===== src/verilog/sdc_pkg.sv =====
/*
  Constants, field layout and types of the SDRAM control register block.
  Assumes a 32-bit classic Wishbone bus and one 20 MHz clock.
*/
package sdc_pkg;
  localparam int          ADDR_W             = 16;
  // Register indices; byte address is four times the index
  localparam logic [15:0] IDX_ADDR_CTRL      = 16'h04F0;
  localparam logic [15:0] IDX_REFRESH_CTRL   = 16'h04F1;
  localparam logic [15:0] IDX_STATUS         = 16'h04F2;
  localparam logic [7:0]  ADDR_CTRL_RESET    = 8'h20;
  localparam logic [7:0]  REFRESH_CTRL_RESET = 8'h00;
  // Address control fields
  localparam int AUTO_INIT_BIT  = 7;
  localparam int WREC_BIT       = 6;
  localparam int DENS_HI_BIT    = 2;
  localparam int DENS_LO_BIT    = 1;
  localparam int MUX_BIT        = 3;
  localparam int ACCESS_BIT     = 0;
  // Refresh control fields
  localparam int SELF_BIT       = 7;
  localparam int INTERVAL_HI    = 6;
  localparam int INTERVAL_LO    = 4;
  localparam int AUTO_SELF_BIT  = 3;
  localparam int AUTO_REF_BIT   = 0;
  // Status fields
  localparam int STAT_INIT_BUSY = 0;
  localparam int STAT_SELF      = 1;
  localparam int STAT_INIT_DONE = 2;
  // Timing
  localparam int          CLK_HZ         = 20_000_000;
  localparam int          SYSCLK_DIV     = 2;
  localparam logic [3:0]  INIT_REF_COUNT = 4'h8;
  localparam logic [1:0]  WREC_SHORT     = 2'h1;
  localparam logic [1:0]  WREC_LONG      = 2'h2;
  localparam logic [8:0]  REF_INTERVAL [8] = '{9'h04E, 9'h061, 9'h07C, 9'h09C,
                                               9'h0C3, 9'h0D2, 9'h0F9, 9'h138};
  // Column widths per density, plain defaults
  localparam int COL_W_16M  = 8;
  localparam int COL_W_64M  = 8;
  localparam int COL_W_128M = 9;

  typedef enum logic [1:0] {
    DENS_16M = 2'h0, DENS_64M = 2'h1, DENS_128M = 2'h2, DENS_RSVD = 2'h3
  } sdc_dens_t;

  typedef enum logic [2:0] {
    CMD_NOP = 3'h0, CMD_PALL = 3'h1, CMD_AREF = 3'h2, CMD_MRS = 3'h3,
    CMD_SREF_IN = 3'h4, CMD_SREF_OUT = 3'h5
  } sdc_cmd_t;

  typedef enum logic [2:0] {
    INIT_IDLE = 3'h0, INIT_PRECH = 3'h1, INIT_REFR = 3'h3, INIT_MODE = 3'h2,
    INIT_DONE = 3'h6
  } sdc_init_t;

  typedef struct packed {
    logic       autoSelfRefresh;
    logic       accessCycle;
    logic [1:0] writeRecovery;
    logic       muxEnable;
    sdc_dens_t  density;
  } sdc_cfg_t;
endpackage


===== src/verilog/sdc_top.sv =====
/*
  SDRAM control register block: Wishbone slave, init sequencer, refresh timer,
  self refresh control and row/column address multiplexer.
  Assumes synchronous inputs, one clock and a memory sequencer that consumes
  sdramCmd and cfg.
*/
// Chosen here: the Wishbone slave port.
`timescale 1ns/1ps
module sdc_top
  import sdc_pkg::*;
(
  input  wire logic                    clk,
  input  wire logic                    sys_rst,
  input  wire logic                    wb_cyc_i,
  input  wire logic                    wb_stb_i,
  input  wire logic                    wb_we_i,
  input  wire logic [sdc_pkg::ADDR_W-1:0] wb_adr_i,
  input  wire logic [3:0]              wb_sel_i,
  input  wire logic [31:0]             wb_dat_i,
  output logic      [31:0]             wb_dat_o,
  output logic                         wb_ack_o,
  input  wire logic [23:0]             memAddr,
  input  wire logic                    colPhase,
  output logic      [12:0]             sdramAddr,
  output sdc_pkg::sdc_cmd_t            sdramCmd,
  output sdc_pkg::sdc_cfg_t            cfg
);
  import sdc_pkg::*;

  logic [7:0]  addrCtrl,  next_addrCtrl;
  logic [7:0]  refCtrl,   next_refCtrl;
  logic [31:0] next_wbDat;
  logic        next_wbAck;
  logic [15:0] regIdx;
  logic        wrStrobe;

  assign regIdx   = {2'b00, wb_adr_i[ADDR_W-1:2]};
  assign wrStrobe = wb_cyc_i && wb_stb_i && !wb_ack_o && wb_we_i && wb_sel_i[0];

  sdc_init_t   initState, next_initState;
  logic [3:0]  initCount, next_initCount;
  logic        initDone,  next_initDone;
  logic        selfActive, next_selfActive;
  logic [8:0]  refCount,  next_refCount;
  logic        stateTick, next_stateTick;
  sdc_cmd_t    next_cmd;
  logic [12:0] next_sdramAddr;
  logic [23:0] rowAddr;
  logic [8:0]  interval;

  // Register bus
  always_comb begin
    next_addrCtrl = addrCtrl;
    next_refCtrl  = refCtrl;
    next_wbAck    = wb_cyc_i && wb_stb_i && !wb_ack_o;
    next_wbDat    = 32'h0000_0000;
    if (wrStrobe && regIdx == IDX_ADDR_CTRL) begin
      next_addrCtrl = wb_dat_i[7:0];
    end
    if (wrStrobe && regIdx == IDX_REFRESH_CTRL) begin
      next_refCtrl = wb_dat_i[7:0];
    end
    if (next_wbAck && !wb_we_i) begin
      case (regIdx)
        IDX_ADDR_CTRL:    next_wbDat[7:0] = addrCtrl;
        IDX_REFRESH_CTRL: next_wbDat[7:0] = refCtrl;
        IDX_STATUS: begin
          next_wbDat[STAT_INIT_BUSY] = (initState != INIT_IDLE);
          next_wbDat[STAT_SELF]      = selfActive;
          next_wbDat[STAT_INIT_DONE] = initDone;
        end
        default:          next_wbDat = 32'h0000_0000;
      endcase
    end
  end

  always_ff @(posedge clk or posedge sys_rst) begin
    if (sys_rst) begin
      addrCtrl <= ADDR_CTRL_RESET;
      refCtrl  <= REFRESH_CTRL_RESET;
      wb_ack_o <= 1'b0;
      wb_dat_o <= 32'h0000_0000;
    end else begin
      addrCtrl <= next_addrCtrl;
      refCtrl  <= next_refCtrl;
      wb_ack_o <= next_wbAck;
      wb_dat_o <= next_wbDat;
    end
  end

  // Configuration seen by the memory sequencer
  assign cfg.autoSelfRefresh = refCtrl[AUTO_SELF_BIT];
  assign cfg.accessCycle     = addrCtrl[ACCESS_BIT];
  assign cfg.writeRecovery   = addrCtrl[WREC_BIT] ? WREC_LONG : WREC_SHORT;
  assign cfg.muxEnable       = addrCtrl[MUX_BIT];
  assign cfg.density         = sdc_dens_t'(addrCtrl[DENS_HI_BIT:DENS_LO_BIT]);

  assign interval = REF_INTERVAL[refCtrl[INTERVAL_HI:INTERVAL_LO]];

  // Row part per density; reserved code falls back to the 16 Mbit map
  always_comb begin
    case (cfg.density)
      DENS_64M:  rowAddr = memAddr >> COL_W_64M;
      DENS_128M: rowAddr = memAddr >> COL_W_128M;
      default:   rowAddr = memAddr >> COL_W_16M;
    endcase
  end

  // Sequencer, refresh timer and address mux
  always_comb begin
    next_initState  = initState;
    next_initCount  = initCount;
    next_initDone   = initDone && addrCtrl[AUTO_INIT_BIT];
    next_selfActive = selfActive;
    next_refCount   = refCount;
    next_cmd        = CMD_NOP;
    next_stateTick  = !stateTick;
    if (!refCtrl[AUTO_REF_BIT] || selfActive || initState != INIT_IDLE) begin
      next_refCount = 9'h000;
    end else if (stateTick) begin
      next_refCount = refCount + 9'h001;
    end
    if (stateTick) begin
      case (initState)
        INIT_IDLE: begin
          if (addrCtrl[AUTO_INIT_BIT] && !initDone && !selfActive) begin
            next_initState = INIT_PRECH;
          end else if (refCtrl[SELF_BIT] && !selfActive) begin
            next_cmd        = CMD_SREF_IN;
            next_selfActive = 1'b1;
          end else if (!refCtrl[SELF_BIT] && selfActive) begin
            next_cmd        = CMD_SREF_OUT;
            next_selfActive = 1'b0;
          end else if (refCtrl[AUTO_REF_BIT] && !selfActive
                       && refCount >= interval - 9'h001) begin
            next_cmd      = CMD_AREF;
            next_refCount = 9'h000;
          end
        end
        INIT_PRECH: begin
          next_cmd       = CMD_PALL;
          next_initCount = 4'h0;
          next_initState = INIT_REFR;
        end
        INIT_REFR: begin
          next_cmd       = CMD_AREF;
          next_initCount = initCount + 4'h1;
          if (initCount == INIT_REF_COUNT - 4'h1) begin
            next_initState = INIT_MODE;
          end
        end
        INIT_MODE: begin
          next_cmd       = CMD_MRS;
          next_initState = INIT_DONE;
        end
        INIT_DONE: begin
          next_initDone  = 1'b1;
          next_initState = INIT_IDLE;
        end
        default: next_initState = INIT_IDLE;
      endcase
    end
    if (!cfg.muxEnable) begin
      next_sdramAddr = memAddr[12:0];
    end else if (colPhase) begin
      next_sdramAddr = memAddr[12:0];
    end else begin
      next_sdramAddr = rowAddr[12:0];
    end
  end

  always_ff @(posedge clk or posedge sys_rst) begin
    if (sys_rst) begin
      initState  <= INIT_IDLE;
      initCount  <= 4'h0;
      initDone   <= 1'b0;
      selfActive <= 1'b0;
      refCount   <= 9'h000;
      stateTick  <= 1'b0;
      sdramCmd   <= CMD_NOP;
      sdramAddr  <= 13'h0000;
    end else begin
      initState  <= next_initState;
      initCount  <= next_initCount;
      initDone   <= next_initDone;
      selfActive <= next_selfActive;
      refCount   <= next_refCount;
      stateTick  <= next_stateTick;
      sdramCmd   <= next_cmd;
      sdramAddr  <= next_sdramAddr;
    end
  end

  AST_ACK_PULSE: assert property (@(posedge clk) disable iff (sys_rst)
    wb_ack_o |=> !wb_ack_o) else $error("ack longer than one cycle");
  AST_ACK_NEXT: assert property (@(posedge clk) disable iff (sys_rst)
    (wb_cyc_i && wb_stb_i && !wb_ack_o) |=> wb_ack_o) else $error("ack missing");
  AST_REG_WRITE: assert property (@(posedge clk) disable iff (sys_rst)
    (wrStrobe && regIdx == IDX_ADDR_CTRL) |=> addrCtrl == $past(wb_dat_i[7:0]))
    else $error("address control write lost");
  AST_NO_INIT: assert property (@(posedge clk) disable iff (sys_rst)
    (!addrCtrl[AUTO_INIT_BIT] && initState == INIT_IDLE) |=> initState == INIT_IDLE)
    else $error("init started while disabled");
  AST_INIT_SEQ: assert property (@(posedge clk) disable iff (sys_rst)
    (initState == INIT_PRECH && stateTick) |=> sdramCmd == CMD_PALL ##2 sdramCmd == CMD_AREF)
    else $error("init order wrong");
  AST_WREC: assert property (@(posedge clk) disable iff (sys_rst)
    $rose(addrCtrl[WREC_BIT]) |-> cfg.writeRecovery == 2'h2) else $error("recovery wrong");
  AST_MUX_OFF: assert property (@(posedge clk) disable iff (sys_rst)
    (!cfg.muxEnable && !wrStrobe) |=> sdramAddr == $past(memAddr[12:0]))
    else $error("address muxed while disabled");
  AST_SELF_IN: assert property (@(posedge clk) disable iff (sys_rst)
    $rose(selfActive) |-> sdramCmd == CMD_SREF_IN) else $error("self refresh entry");
  AST_TICK: assert property (@(posedge clk) disable iff (sys_rst)
    stateTick |=> !stateTick ##1 stateTick) else $error("state tick not half rate");
  AST_REF_EN: assert property (@(posedge clk) disable iff (sys_rst)
    (sdramCmd == CMD_AREF && $past(initState) == INIT_IDLE) |-> $past(refCtrl[AUTO_REF_BIT]))
    else $error("refresh while disabled");
  AST_REF_STOP: assert property (@(posedge clk) disable iff (sys_rst)
    (!refCtrl[AUTO_REF_BIT] || selfActive) |=> refCount == 9'h000)
    else $error("interval counter running");
endmodule


===== config.mk =====
export PLATFORM = sky130hd
export DESIGN_NAME = sdc_top
export DESIGN_NICKNAME = d
export VERILOG_FILES = /design/src/verilog/sdc_pkg.sv /design/src/verilog/sdc_top.sv
export SDC_FILE = /design/constraint.sdc
export NUM_CORES = 1
export LEC_CHECK = 0
export BUFFER_PORTS_ARGS = -buffer_cell sky130_fd_sc_hd__buf_2
export CORE_ASPECT_RATIO = 1.1
export CORE_UTILIZATION = 44
export DETAILED_ROUTE_END_ITERATION = 8
export GPL_TIMING_DRIVEN = 0
export PLACE_DENSITY = 0.77
export SLEW_MARGIN = 15
export SYNTH_ARGS = -nofsm -noshare
export SYNTH_HDL_FRONTEND = slang
export SYNTH_SLANG_ARGS = --single-unit

===== constraint.sdc =====
create_clock -name clk -period 3.4 [get_ports clk]
set_clock_uncertainty 0.15 [all_clocks]
set_input_delay 0.17 -clock clk [delete_from_list [all_inputs] [get_ports clk]]
set_output_delay 0.17 -clock clk [all_outputs]
set_load 0.02 [all_outputs]

==> results of run 1 <==
[metrics by stage]
stage | setup slack [ns] | area (um2) | std cells
after floorplan | 0.0436 | 3490 | 356
after global placement | -0.374 | 4030 | 542
after detailed placement | -0.472 | 4030 | 542
after CTS | 0.0206 | 4530 | 585
after global routing | -0.0525 | 4610 | 588
final | 0.0726 | 4610 | 588
[cell usage in the layout (no fill, tap or decap), types with 6 or more instances in the layout]
| cell | n |
|---|---|
| sky130_fd_sc_hd__clkbuf_8 | 11 |
| sky130_fd_sc_hd__o21ai_0 | 23 |
| sky130_fd_sc_hd__nand2_1 | 36 |
| sky130_fd_sc_hd__clkbuf_1 | 9 |
| sky130_fd_sc_hd__dlygate4sd3_1 | 24 |
| sky130_fd_sc_hd__conb_1 | 24 |
| sky130_fd_sc_hd__a21oi_1 | 10 |
| sky130_fd_sc_hd__nand3_1 | 9 |
| sky130_fd_sc_hd__buf_2 | 82 |
| sky130_fd_sc_hd__mux2i_1 | 19 |
| sky130_fd_sc_hd__ha_1 | 16 |
| sky130_fd_sc_hd__nand2b_1 | 6 |
| sky130_fd_sc_hd__inv_1 | 7 |
| sky130_fd_sc_hd__dfrtp_1 | 56 |
| sky130_fd_sc_hd__mux2_2 | 16 |
| sky130_fd_sc_hd__nor2_1 | 20 |
| sky130_fd_sc_hd__buf_4 | 39 |
[logic make-up after synthesis]
family | after synthesis
AND/OR/NAND/NOR | 98
flip-flops | 60
AO/OA/AOI/OAI | 57
buffers and inverters | 52
multiplexers | 37
adder cells (fa/ha/maj) | 20
XOR/XNOR | 8
other | 1
[what timing repair did]
| item | 4_1_cts | 5_1_grt |
|---|---|---|
| buffers inserted | 5 | 3 |
| pin swaps | 1 | 12 |
| hold buffers | 24 | 0 |
| endpoints found under the setup margin | 10 | 10 |
| resized for setup | 9 | 14 |
| hold endpoints to repair | 89 | 0 |
[flip-flops by register name, summed over array words and instances (netlist names)]
register and count:
sdramAddr 13, addrCtrl 8, initCount 4, selfActive 1, initDone 1, refCount 9
refCtrl 8, stateTick 1, sdramCmd 3, initState 3, wb_ack_o 1, wb_dat_o 8
[cell type report]
type | count | area [um2] | area share, %
Sequential cell | 60 | 1510 | 32.6
Timing Repair Buffer | 113 | 706 | 15.3
Multi-Input combinational cell | 244 | 1760 | 38.2
Buffer | 39 | 264 | 5.72
Inverter | 12 | 52.6 | 1.14
Tap cell | 105 | 131 | 2.85
Clock inverter | 2 | 35.0 | 0.759
Clock buffer | 13 | 159 | 3.44
[power by group through the flow]
stage | Clock (uW) | Combinational (uW) | Sequential (uW)
final | 630 | 308 | 797
after global routing | 676 | 351 | 802
after CTS | 647 | 309 | 795
after detailed placement | 0 | 286 | 808
after global placement | 0 | 277 | 806
after floorplan | 0 | 195 | 812
[metal layers]
| layer | vias to the layer above | part of all wire, % | track usage [%] | routed length, um |
|---|---|---|---|---|
| li1 | 1397 | - | - | - |
| met1 | 1341 | 39 | 21.7 | 2930 |
| met2 | 95 | 53 | 35.1 | 3970 |
| met3 | 17 | 6.5 | 7.38 | 492 |
| met4 | 0 | 2.1 | 7.50 | 157 |
| met5 | - | 0 | 0 | 0 |
[how the worst max path moves through the flow]
stage / start / endpoint
floorplan: refCtrl[5] / sdramCmd[1]
global placement: refCtrl[6] / refCount[5]
detailed placement: refCtrl[6] / refCount[7]
CTS: refCtrl[4] / sdramCmd[1]
global route: refCtrl[4] / refCount[4]
finish: refCtrl[4] / refCount[3]
[critical path, cell delays in order, from the launching register on]
cell                       delay (ns)
sky130_fd_sc_hd__dfrtp_2         0.43
sky130_fd_sc_hd__inv_2           0.07
sky130_fd_sc_hd__ha_4            0.15
sky130_fd_sc_hd__mux2i_2         0.18
sky130_fd_sc_hd__ha_4            0.17
sky130_fd_sc_hd__nand2_2         0.05
sky130_fd_sc_hd__a21oi_2         0.14
sky130_fd_sc_hd__nand2_1         0.09
sky130_fd_sc_hd__mux2_4          0.32
sky130_fd_sc_hd__ha_4            0.26
sky130_fd_sc_hd__and3_4          0.17
sky130_fd_sc_hd__o21ai_2         0.06
sky130_fd_sc_hd__a2111o_1        0.48
sky130_fd_sc_hd__o31ai_4         0.39
sky130_fd_sc_hd__nor2_1          0.09
==> flow_results.xml, run 1 <==
<?xml version="1.0" encoding="UTF-8"?>
<metrics>
  <group name="sta">
    <metric name="final.period_utilization" unit="%">97.9</metric>
    <metric name="drv_slew" unit="">0</metric>
    <metric name="fin_setup_tns" unit="ns">0</metric>
    <metric name="hold_violations" unit="">0</metric>
    <metric name="actual_transition_at_the_worst_max_transition_pin" unit="ns">0.708</metric>
    <metric name="max-slew-margin-rel" unit="%">52.8</metric>
    <metric name="max_clock_freq" unit="MHz">301</metric>
    <metric name="fin_crit" unit="ns">3.33</metric>
    <metric name="setup_viol" unit="">0</metric>
    <metric name="grt_setup_unrepaired" unit="">yes</metric>
    <metric name="hold_slack" unit="ns">0.0133</metric>
  </group>
  <group name="die">
    <metric name="design.die.area" unit="um2">8070</metric>
    <metric name="core_area" unit="um2">7470</metric>
    <metric name="die_y" unit="um">94.1</metric>
    <metric name="floorplan.initialDensity" unit="%">45.4</metric>
    <metric name="rows" unit="">33</metric>
    <metric name="die_w" unit="um">85.7</metric>
    <metric name="io_pins" unit="">138</metric>
  </group>
  <group name="cells_and_area">
    <metric name="finalNetCount" unit="">581</metric>
    <metric name="syn2layout_area_growth" unit="%">35.9</metric>
    <metric name="filler_cell_count" unit="">606</metric>
    <metric name="final_layout_size_suffix_gt1_share" unit="%">36.9</metric>
    <metric name="final_core_util" unit="%">61.7</metric>
    <metric name="antenna_cells" unit="">0</metric>
  </group>
  <group name="yosys">
    <metric name="synth_top_area_share" unit="%">43.5</metric>
    <metric name="post_synth_and_or_nand_nor_area_fraction" unit="%">15.0</metric>
    <metric name="sequential_to_total_area_share_from_yosys_stat" unit="%">44.3</metric>
    <metric name="async_flop_share" unit="%">100</metric>
    <metric name="synth_mux_area_share" unit="%">11.5</metric>
    <metric name="post-synth-top-count-cell" unit="">sky130_fd_sc_hd__dfrtp_1</metric>
    <metric name="synthesis.yosys.warnings" unit="">0</metric>
    <metric name="dominant_combinational_cell_family_by_area_after_synthesis" unit="">simple AND/OR/NAND/NOR gates</metric>
    <metric name="dominantRegCellSynth" unit="">sky130_fd_sc_hd__dfrtp_1</metric>
    <metric name="yosys-top-cells-area" unit="">sky130_fd_sc_hd__dfrtp_1, sky130_fd_sc_hd__ha_1, sky130_fd_sc_hd__buf_4, sky130_fd_sc_hd__mux2i_1, sky130_fd_sc_hd__mux2_2</metric>
    <metric name="synthAdderAreaFrac" unit="%">7.37</metric>
    <metric name="synth_xor_xnor_area_share" unit="%">2.06</metric>
    <metric name="synth_compound_gate_area_share" unit="%">10.4</metric>
    <metric name="count_of_flip_flops_with_a_built_in_enable_after_synthesis" unit="">0</metric>
    <metric name="synth.lib_cells_used.distinct" unit="">47</metric>
    <metric name="syn_area_per_cell" unit="um2">10.2</metric>
    <metric name="yosys.area.top_type" unit="">sky130_fd_sc_hd__dfrtp_1</metric>
    <metric name="synth_common_cells" unit="">sky130_fd_sc_hd__dfrtp_1, sky130_fd_sc_hd__nand2_1, sky130_fd_sc_hd__buf_4</metric>
    <metric name="syn_inst" unit="">333</metric>
    <metric name="synthesis.area" unit="um2">3390</metric>
    <metric name="postSynthRegisterBits" unit="">60</metric>
  </group>
  <group name="setup_path">
    <metric name="worstRegToRegCells" unit="">14</metric>
    <metric name="worstSetupStartpointType" unit="">register</metric>
    <metric name="r2r-end" unit="">refCount[3]</metric>
    <metric name="critical_path_type" unit="">reg2reg</metric>
    <metric name="setup.worst_path.end_class" unit="">register</metric>
    <metric name="setup.reg_to_reg.worst_slack" unit="ns">0.07</metric>
    <metric name="reg2reg_from" unit="">refCtrl[4]</metric>
    <metric name="timing.critical_path.required" unit="ns">3.46</metric>
    <metric name="worst-path-max-fanout" unit="">7</metric>
    <metric name="worstPathArrival" unit="ns">3.39</metric>
  </group>
  <group name="clock_network">
    <metric name="clk_pin_slew_worst_paths" unit="ns">0.06</metric>
    <metric name="ctsLongestPathBuffers" unit="">2</metric>
    <metric name="clock_insertion_delay_worst_skew" unit="ns">0.33</metric>
    <metric name="cts.sink_count" unit="">60</metric>
    <metric name="cts-buffers-inserted" unit="">9</metric>
    <metric name="cts_root_buffer" unit="">sky130_fd_sc_hd__clkbuf_8</metric>
    <metric name="cts_tree" unit="">done</metric>
    <metric name="cts_htree_levels" unit="">3</metric>
  </group>
  <group name="power">
    <metric name="switchingPower" unit="uW">468</metric>
    <metric name="power-per-cell-area" unit="nW/um2">376</metric>
    <metric name="intPower" unit="uW">1270</metric>
    <metric name="share_comb_of_total_power" unit="%">17.8</metric>
    <metric name="leakage" unit="uW">0.00238</metric>
    <metric name="irDropWorstVdd" unit="mV">0.247</metric>
    <metric name="netSwitchingFraction" unit="%">27.0</metric>
    <metric name="share_seq_of_total_power" unit="%">45.9</metric>
    <metric name="clock_power_share" unit="%">36.3</metric>
    <metric name="power" unit="uW">1740</metric>
  </group>
  <group name="routing">
    <metric name="route.detailed.vias_per_inst" unit="">4.85</metric>
    <metric name="drc" unit="">0</metric>
    <metric name="drt-wirelength-per-cell" unit="um">12.8</metric>
    <metric name="drt_pass1_iterations" unit="">4</metric>
    <metric name="routed_wirelength" unit="um">7550</metric>
    <metric name="via_count" unit="">2850</metric>
    <metric name="drt-initial-drc-count" unit="">92</metric>
    <metric name="final_antenna_net_count" unit="">0</metric>
  </group>
  <group name="min_path">
    <metric name="min_delay_path_depth" unit="">3</metric>
    <metric name="worst_hold_startpoint" unit="">memAddr[16]</metric>
    <metric name="min_path_type" unit="">in2reg</metric>
    <metric name="min_delay_worst_endpoint" unit="">sdramAddr[7]</metric>
  </group>
  <group name="placed_design">
    <metric name="hpwlAfterDp" unit="um">5180</metric>
    <metric name="gp_congestion" unit="">0.753</metric>
    <metric name="port_buffers" unit="">81</metric>
  </group>
  <group name="grt">
    <metric name="grt_pass1_wl" unit="um">12400</metric>
    <metric name="antenna_violations_before_repair" unit="">0</metric>
    <metric name="first_global_vias" unit="">2814</metric>
    <metric name="grt_start_max_net_pins" unit="">61</metric>
    <metric name="grt_usage" unit="%">19.9</metric>
    <metric name="grt.overflow.total" unit="">0</metric>
  </group>
  <group name="run_status">
    <metric name="run_status" unit="">finished clean</metric>
  </group>
  <group name="job">
    <metric name="cap_violations" unit="">0</metric>
  </group>
</metrics>
Power figures use the tool's default switching activity.
==> run 2: changes to the inputs <==
CORE_ASPECT_RATIO = 0.7   (was 1.1)
CORE_UTILIZATION = 45   (was 44)
CTS_BUF_LIST = sky130_fd_sc_hd__clkbuf_4 sky130_fd_sc_hd__clkbuf_8   (was default)
PLACE_DENSITY = 0.78   (was 0.77)
==> run 2 against run 1 <==
Cell count shrank 0.34%. Non-clock buffer count grew 4. Die area shrank 2.1%. Critical path depth is the same. Clock power grew 25%. Critical endpoint is now refCount[6]. Largest power group unchanged. Highest routed layer unchanged.
==> flow_results.xml, run 2 (synthesis gave the netlist of run 1 again) <==
<?xml version="1.0" encoding="UTF-8"?>
<metrics>
  <group name="run_status">
    <metric name="run_status" unit="">finished clean</metric>
  </group>
  <group name="clock_network">
    <metric name="clock_insertion_delay_worst_skew" unit="ns">0.34</metric>
    <metric name="ctsLongestPathBuffers" unit="">2</metric>
    <metric name="cts.sink_count" unit="">60</metric>
    <metric name="cts-buffers-inserted" unit="">9</metric>
    <metric name="cts_htree_levels" unit="">3</metric>
    <metric name="cts_root_buffer" unit="">sky130_fd_sc_hd__clkbuf_8</metric>
    <metric name="cts_tree" unit="">done</metric>
    <metric name="clk_pin_slew_worst_paths" unit="ns">0.07</metric>
  </group>
  <group name="cells_and_area">
    <metric name="syn2layout_area_growth" unit="%">37.9</metric>
    <metric name="filler_cell_count" unit="">582</metric>
    <metric name="top_register" unit="">sdramAddr</metric>
    <metric name="sequential_cell_area" unit="um2">1510</metric>
    <metric name="antenna_cells" unit="">0</metric>
    <metric name="commonest_cells_after_routing_fill_and_taps_aside" unit="">sky130_fd_sc_hd__buf_2, sky130_fd_sc_hd__dfrtp_1, sky130_fd_sc_hd__buf_4</metric>
    <metric name="final_layout_size_suffix_gt1_share" unit="%">37.1</metric>
    <metric name="reg_top3" unit="">sdramAddr: 13 flops, refCount: 9 flops</metric>
    <metric name="finish.instance_area" unit="um2">4680</metric>
    <metric name="multi_input_comb_area" unit="um2">1750</metric>
    <metric name="layout_commonest_cell" unit="">sky130_fd_sc_hd__buf_2</metric>
    <metric name="finalNetCount" unit="">585</metric>
    <metric name="largest_register_ff_count" unit="">13</metric>
  </group>
  <group name="setup_path">
    <metric name="cp.depth" unit="">14</metric>
    <metric name="timing.critical_path.required" unit="ns">3.48</metric>
    <metric name="worstSetupStartpointType" unit="">register</metric>
    <metric name="critical_path.cell_chain" unit="">ha_4, a21oi_2, ha_2, nand2_2, a21oi_2, nand2_1, mux2_4, ha_4, and3_4, o21ai_2, a2111o_1, o31ai_4, buf_6, nor2_1</metric>
    <metric name="crit_family" unit="">compound AO/OA/AOI/OAI gates</metric>
    <metric name="setup.worst_path.end_class" unit="">register</metric>
    <metric name="worstPathArrival" unit="ns">3.42</metric>
    <metric name="crit_path_buf_inv_count" unit="">1</metric>
    <metric name="critical_path_type" unit="">reg2reg</metric>
    <metric name="slowest_delay" unit="ns">0.51</metric>
    <metric name="worst-path-max-fanout" unit="">7</metric>
    <metric name="crit_path_top_delay_cell" unit="">sky130_fd_sc_hd__a2111o_1</metric>
    <metric name="worstRegToRegCells" unit="">14</metric>
  </group>
  <group name="power">
    <metric name="power" unit="uW">1910</metric>
    <metric name="irDropWorstVdd" unit="mV">0.311</metric>
    <metric name="leakage" unit="uW">0.00243</metric>
    <metric name="power-per-cell-area" unit="nW/um2">407</metric>
  </group>
  <group name="grt">
    <metric name="first_global_vias" unit="">2731</metric>
    <metric name="grt_pass1_wl" unit="um">13200</metric>
    <metric name="grt.overflow.total" unit="">0</metric>
    <metric name="antenna_violations_before_repair" unit="">0</metric>
    <metric name="grt_usage" unit="%">22.1</metric>
    <metric name="grt_start_max_net_pins" unit="">61</metric>
  </group>
  <group name="min_path">
    <metric name="min_path_type" unit="">in2reg</metric>
    <metric name="min_delay_path_depth" unit="">3</metric>
  </group>
  <group name="sta">
    <metric name="grt_setup_unrepaired" unit="">yes</metric>
    <metric name="final.period_utilization" unit="%">98.0</metric>
    <metric name="hold_violations" unit="">0</metric>
    <metric name="setup_viol" unit="">0</metric>
    <metric name="actual_transition_at_the_worst_max_transition_pin" unit="ns">0.753</metric>
    <metric name="max_clock_freq" unit="MHz">300</metric>
    <metric name="fin_crit" unit="ns">3.33</metric>
    <metric name="drv_slew" unit="">0</metric>
    <metric name="max-slew-margin-rel" unit="%">49.8</metric>
  </group>
  <group name="routing">
    <metric name="drc" unit="">0</metric>
    <metric name="drt_pass1_iterations" unit="">4</metric>
    <metric name="routed_wirelength" unit="um">8720</metric>
    <metric name="via_count" unit="">2985</metric>
    <metric name="route.detailed.vias_per_inst" unit="">5.09</metric>
    <metric name="drt-initial-drc-count" unit="">131</metric>
    <metric name="drt-wirelength-per-cell" unit="um">14.9</metric>
    <metric name="final_antenna_net_count" unit="">0</metric>
  </group>
  <group name="die">
    <metric name="rows" unit="">26</metric>
    <metric name="die_w" unit="um">106</metric>
    <metric name="io_pins" unit="">138</metric>
    <metric name="floorplan.initialDensity" unit="%">46.6</metric>
    <metric name="die_y" unit="um">74.7</metric>
    <metric name="core_area" unit="um2">7290</metric>
    <metric name="design.die.area" unit="um2">7900</metric>
  </group>
  <group name="placed_design">
    <metric name="gp_congestion" unit="">0.787</metric>
    <metric name="hpwlAfterDp" unit="um">5770</metric>
    <metric name="port_buffers" unit="">81</metric>
    <metric name="post_dp_cell_area" unit="um2">4020</metric>
  </group>
  <group name="job">
    <metric name="cap_violations" unit="">0</metric>
  </group>
</metrics>
[run 2: what timing repair did]
action | in CTS | in global routing
gates resized for setup | 8 | 13
hold buffers | 28 | 0
buffers inserted | 7 | 1
endpoints found under the hold margin | 89 | 0
pin swaps | 3 | 11
setup endpoints to repair | 10 | 10
cloned | 0 | 0
[run 2: worst paths after layout]
kind | from | to | slack [ns]
worst max-delay path | refCtrl[4] | refCount[6] | 0.07
min in group asynchronous | sys_rst | initCount[2] | 0.35
worst max register to register | refCtrl[4] | refCount[6] | 0.07
max in group asynchronous | sys_rst | refCtrl[5] | 2.19
worst min-delay path | memAddr[18] | sdramAddr[9] | 0.009
worst min register to register | wb_ack_o | wb_ack_o | 0.35
[run 2: layout make-up]
cell class	instances	area share, %
Buffer	39	5.64
Clock buffer	11	2.97
Clock inverter	5	2.14
Inverter	12	1.02
Multi-Input combinational cell	244	37.3
Sequential cell	60	32.2
Tap cell	98	2.62
Timing Repair Buffer	117	16.1
[run 2: power breakdown]
part | internal, uW | leakage, uW | switching (uW)
sequential | 758 | 0.000787 | 40.2
clock | 501 | 0.000124 | 284
combinational | 141 | 0.00151 | 184
total | 1400 | 0.00243 | 507
[run 2: worst reg2reg max path, stage by stage, from the launching register on]
cell and delay (ns):
sky130_fd_sc_hd__dfrtp_2 0.45, sky130_fd_sc_hd__ha_4 0.20, sky130_fd_sc_hd__a21oi_2 0.16, sky130_fd_sc_hd__ha_2 0.21, sky130_fd_sc_hd__nand2_2 0.06, sky130_fd_sc_hd__a21oi_2 0.14, sky130_fd_sc_hd__nand2_1 0.09, sky130_fd_sc_hd__mux2_4 0.32
sky130_fd_sc_hd__ha_4 0.27, sky130_fd_sc_hd__and3_4 0.18, sky130_fd_sc_hd__o21ai_2 0.06, sky130_fd_sc_hd__a2111o_1 0.51, sky130_fd_sc_hd__o31ai_4 0.22, sky130_fd_sc_hd__buf_6 0.16, sky130_fd_sc_hd__nor2_1 0.05
[run 2: layer usage]
layer,routed length (um),vias to the layer above,global-route usage (%)
li1,-,1408,-
met1,3740,1473,27.3
met2,4420,85,38.1
met3,380,19,5.80
met4,169,0,8.64
met5,0,-,0
[run 2: stage by stage]
step	hold slack, ns	TNS, ns	utilization (%)	setup slack [ns]	cells
finish	0.00866	0	64.2	0.0696	586
global placement	0.222	-3.45	55.2	-0.390	535
CTS	0.00668	0	63.3	0.0150	585
floorplan	0.137	0	-	0.0436	356
global route	0.0110	-0.689	64.2	-0.0791	586
detailed placement	0.203	-4.65	55.2	-0.509	535
==> run 3: changes to the inputs <==
SETUP_SLACK_MARGIN = 0.5   (was default)
==> run 3 against run 2 <==
Critical path depth did not move. Register-to-register slack better by 0.03 ns. Via count is 0.30% lower. Sequential power increased by 0.5%. Cell count is 1.0% higher. Non-clock buffer count grew 6. Combinational power up 2%. Flip-flop and latch count unchanged. Largest cell class unchanged. Core utilization up 0.96 points.
==> flow_results.xml, run 3 (synthesis gave the netlist of run 1 again) <==
<?xml version="1.0" encoding="UTF-8"?>
<metrics>
  <group name="cells_and_area">
    <metric name="top_register" unit="">sdramAddr</metric>
    <metric name="reg_top3" unit="">sdramAddr: 13 flops, refCount: 9 flops</metric>
    <metric name="largest_register_ff_count" unit="">13</metric>
    <metric name="commonest_cells_after_routing_fill_and_taps_aside" unit="">sky130_fd_sc_hd__buf_2, sky130_fd_sc_hd__dfrtp_1, sky130_fd_sc_hd__buf_4</metric>
    <metric name="syn2layout_area_growth" unit="%">40.0</metric>
    <metric name="final_layout_size_suffix_gt1_share" unit="%">37.9</metric>
    <metric name="finalNetCount" unit="">591</metric>
    <metric name="antenna_cells" unit="">0</metric>
    <metric name="final_core_util" unit="%">65.2</metric>
    <metric name="layout_commonest_cell" unit="">sky130_fd_sc_hd__buf_2</metric>
  </group>
  <group name="placed_design">
    <metric name="preCtsSetupSlack" unit="ns">-0.166</metric>
    <metric name="hpwlAfterDp" unit="um">5620</metric>
    <metric name="port_buffers" unit="">81</metric>
    <metric name="gp_congestion" unit="">0.802</metric>
  </group>
  <group name="die">
    <metric name="die_y" unit="um">74.7</metric>
    <metric name="floorplan.initialDensity" unit="%">46.6</metric>
    <metric name="design.die.area" unit="um2">7900</metric>
    <metric name="rows" unit="">26</metric>
    <metric name="die_w" unit="um">106</metric>
    <metric name="core_area" unit="um2">7290</metric>
    <metric name="io_pins" unit="">138</metric>
  </group>
  <group name="routing">
    <metric name="drt-wirelength-per-cell" unit="um">14.6</metric>
    <metric name="routed_wirelength" unit="um">8650</metric>
    <metric name="route.detailed.vias_per_inst" unit="">5.03</metric>
    <metric name="via_count" unit="">2976</metric>
    <metric name="drt_pass1_iterations" unit="">4</metric>
    <metric name="drt-initial-drc-count" unit="">141</metric>
    <metric name="final_antenna_net_count" unit="">0</metric>
    <metric name="drc" unit="">0</metric>
  </group>
  <group name="sta">
    <metric name="setup_viol" unit="">0</metric>
    <metric name="final.period_utilization" unit="%">97.0</metric>
    <metric name="hold_violations" unit="">0</metric>
    <metric name="fin_setup_tns" unit="ns">0</metric>
    <metric name="grt_setup_unrepaired" unit="">yes</metric>
    <metric name="actual_transition_at_the_worst_max_transition_pin" unit="ns">0.723</metric>
    <metric name="fin_crit" unit="ns">3.30</metric>
    <metric name="timing.final.ws_setup" unit="ns">0.102</metric>
    <metric name="drv_slew" unit="">0</metric>
    <metric name="max-slew-margin-rel" unit="%">51.8</metric>
    <metric name="max_clock_freq" unit="MHz">303</metric>
  </group>
  <group name="setup_path">
    <metric name="worstPathArrival" unit="ns">3.36</metric>
    <metric name="critPathLaunch" unit="">refCtrl[4]</metric>
    <metric name="critical_path_type" unit="">reg2reg</metric>
    <metric name="setup.worst_path.end_class" unit="">register</metric>
    <metric name="slowest_delay" unit="ns">0.44</metric>
    <metric name="worst-path-max-fanout" unit="">7</metric>
    <metric name="critical_path.most_common_cell" unit="">sky130_fd_sc_hd__ha_4</metric>
    <metric name="critical_path.cell_chain" unit="">inv_2, ha_4, mux2i_4, ha_4, nand2_2, a21oi_2, nand2_1, mux2_4, ha_4, and3_4, o21ai_2, a2111o_1, o31ai_4, nor2_1</metric>
    <metric name="crit_path_buf_inv_count" unit="">1</metric>
    <metric name="reg2reg_from" unit="">refCtrl[4]</metric>
    <metric name="crit_path_top_delay_cell" unit="">sky130_fd_sc_hd__dfrtp_2</metric>
    <metric name="timing.critical_path.required" unit="ns">3.46</metric>
    <metric name="worstSetupStartpointType" unit="">register</metric>
    <metric name="crit_family" unit="">compound AO/OA/AOI/OAI gates</metric>
  </group>
  <group name="grt">
    <metric name="grt_use_met1" unit="%">28.7</metric>
    <metric name="first_global_vias" unit="">2858</metric>
    <metric name="grt_pass1_wl" unit="um">13500</metric>
    <metric name="grt_start_max_net_pins" unit="">61</metric>
    <metric name="grt-busiest-layer" unit="">met2</metric>
    <metric name="met3_usage" unit="%">6.93</metric>
    <metric name="globalRouteMet2Util" unit="%">36.7</metric>
    <metric name="antenna_violations_before_repair" unit="">0</metric>
    <metric name="grt.overflow.total" unit="">0</metric>
    <metric name="grt_usage" unit="%">22.4</metric>
  </group>
  <group name="clock_network">
    <metric name="clk_pin_slew_worst_paths" unit="ns">0.07</metric>
    <metric name="ctsLongestPathBuffers" unit="">2</metric>
    <metric name="cts-buffers-inserted" unit="">9</metric>
    <metric name="cts_htree_levels" unit="">3</metric>
    <metric name="cts_root_buffer" unit="">sky130_fd_sc_hd__clkbuf_8</metric>
    <metric name="cts.sink_count" unit="">60</metric>
    <metric name="cts_tree" unit="">done</metric>
    <metric name="clock_insertion_delay_worst_skew" unit="ns">0.33</metric>
  </group>
  <group name="power">
    <metric name="irDropWorstVdd" unit="mV">0.287</metric>
    <metric name="power-per-cell-area" unit="nW/um2">371</metric>
    <metric name="leakage" unit="uW">0.00245</metric>
    <metric name="power" unit="uW">1760</metric>
  </group>
  <group name="job">
    <metric name="cap_violations" unit="">0</metric>
  </group>
  <group name="min_path">
    <metric name="min_path_type" unit="">in2reg</metric>
    <metric name="worst_hold_startpoint" unit="">memAddr[17]</metric>
  </group>
  <group name="run_status">
    <metric name="run_status" unit="">finished clean</metric>
  </group>
</metrics>
==> run 3: cell count changes in the layout (fill, tap and decap cells not counted), sizes merged <==
cell,change
clkbuf,+1
clkinvlp,+1
buf,+4
bufinv,-2
dlygate4sd3,+1
clkinv,+1
==> run 3: final cells by class <==
cell class	instances	area, um2
buffer	40	278
clock buffer	11	139
clock inverter	5	52.6
fill	574	2540
inverter	12	57.6
multi-input combinational	244	1790
sequential	60	1510
tap	98	123
timing repair buffer	122	802
==> run 3: what timing repair did <==
item | 4_1_cts | 5_1_grt
pin swaps | 6 | 5
buffers inserted | 11 | 1
endpoints found under the setup margin | 10 | 10
hold buffers | 29 | 0
hold endpoints to repair | 89 | 0
gates resized for setup | 17 | 4
==> run 3: worst paths after layout <==
path | depth (start not counted) | end | slack (ns)
min in group asynchronous | 3 | initCount[3] | 0.36
hold / removal | 3 | sdramAddr[8] | 0.02
max in group asynchronous | 3 | refCtrl[5] | 2.21
setup / recovery | 14 | refCount[6] | 0.10
setup reg to reg | 14 | refCount[6] | 0.10
hold reg to reg | 1 | refCtrl[2] | 0.35
==> run 3: layer usage <==
metal / vias to the layer above / part of all wire [%]
li1: 1418 / -
met1: 1457 / 44
met2: 85 / 50
met3: 16 / 4.3
met4: 0 / 2.2
met5: - / 0
==> run 3: power breakdown <==
part | internal, uW | switching [uW] | total, uW
clock | 351 | 277 | 628
sequential | 757 | 44.2 | 802
combinational | 147 | 186 | 333
==> run 3: per-stage QoR <==
step	hold WS, ns	std cells	area, um2
detailed placement	0.201	535	4050
CTS	0.000595	591	4720
floorplan	0.137	356	3520
global placement	0.221	535	4050
global route	0.00697	592	4750
finish	0.0178	592	4750
==> run 3: worst register-to-register path, delay by kind of cell (launching register included) <==
family,cells,cell delay (ns)
AO/OA/AOI/OAI,4,1.00
adder cells (fa/ha/maj),3,0.61
multiplexers,2,0.49
flip-flops,1,0.44
AND/OR/NAND/NOR,4,0.42
buffers and inverters,1,0.08
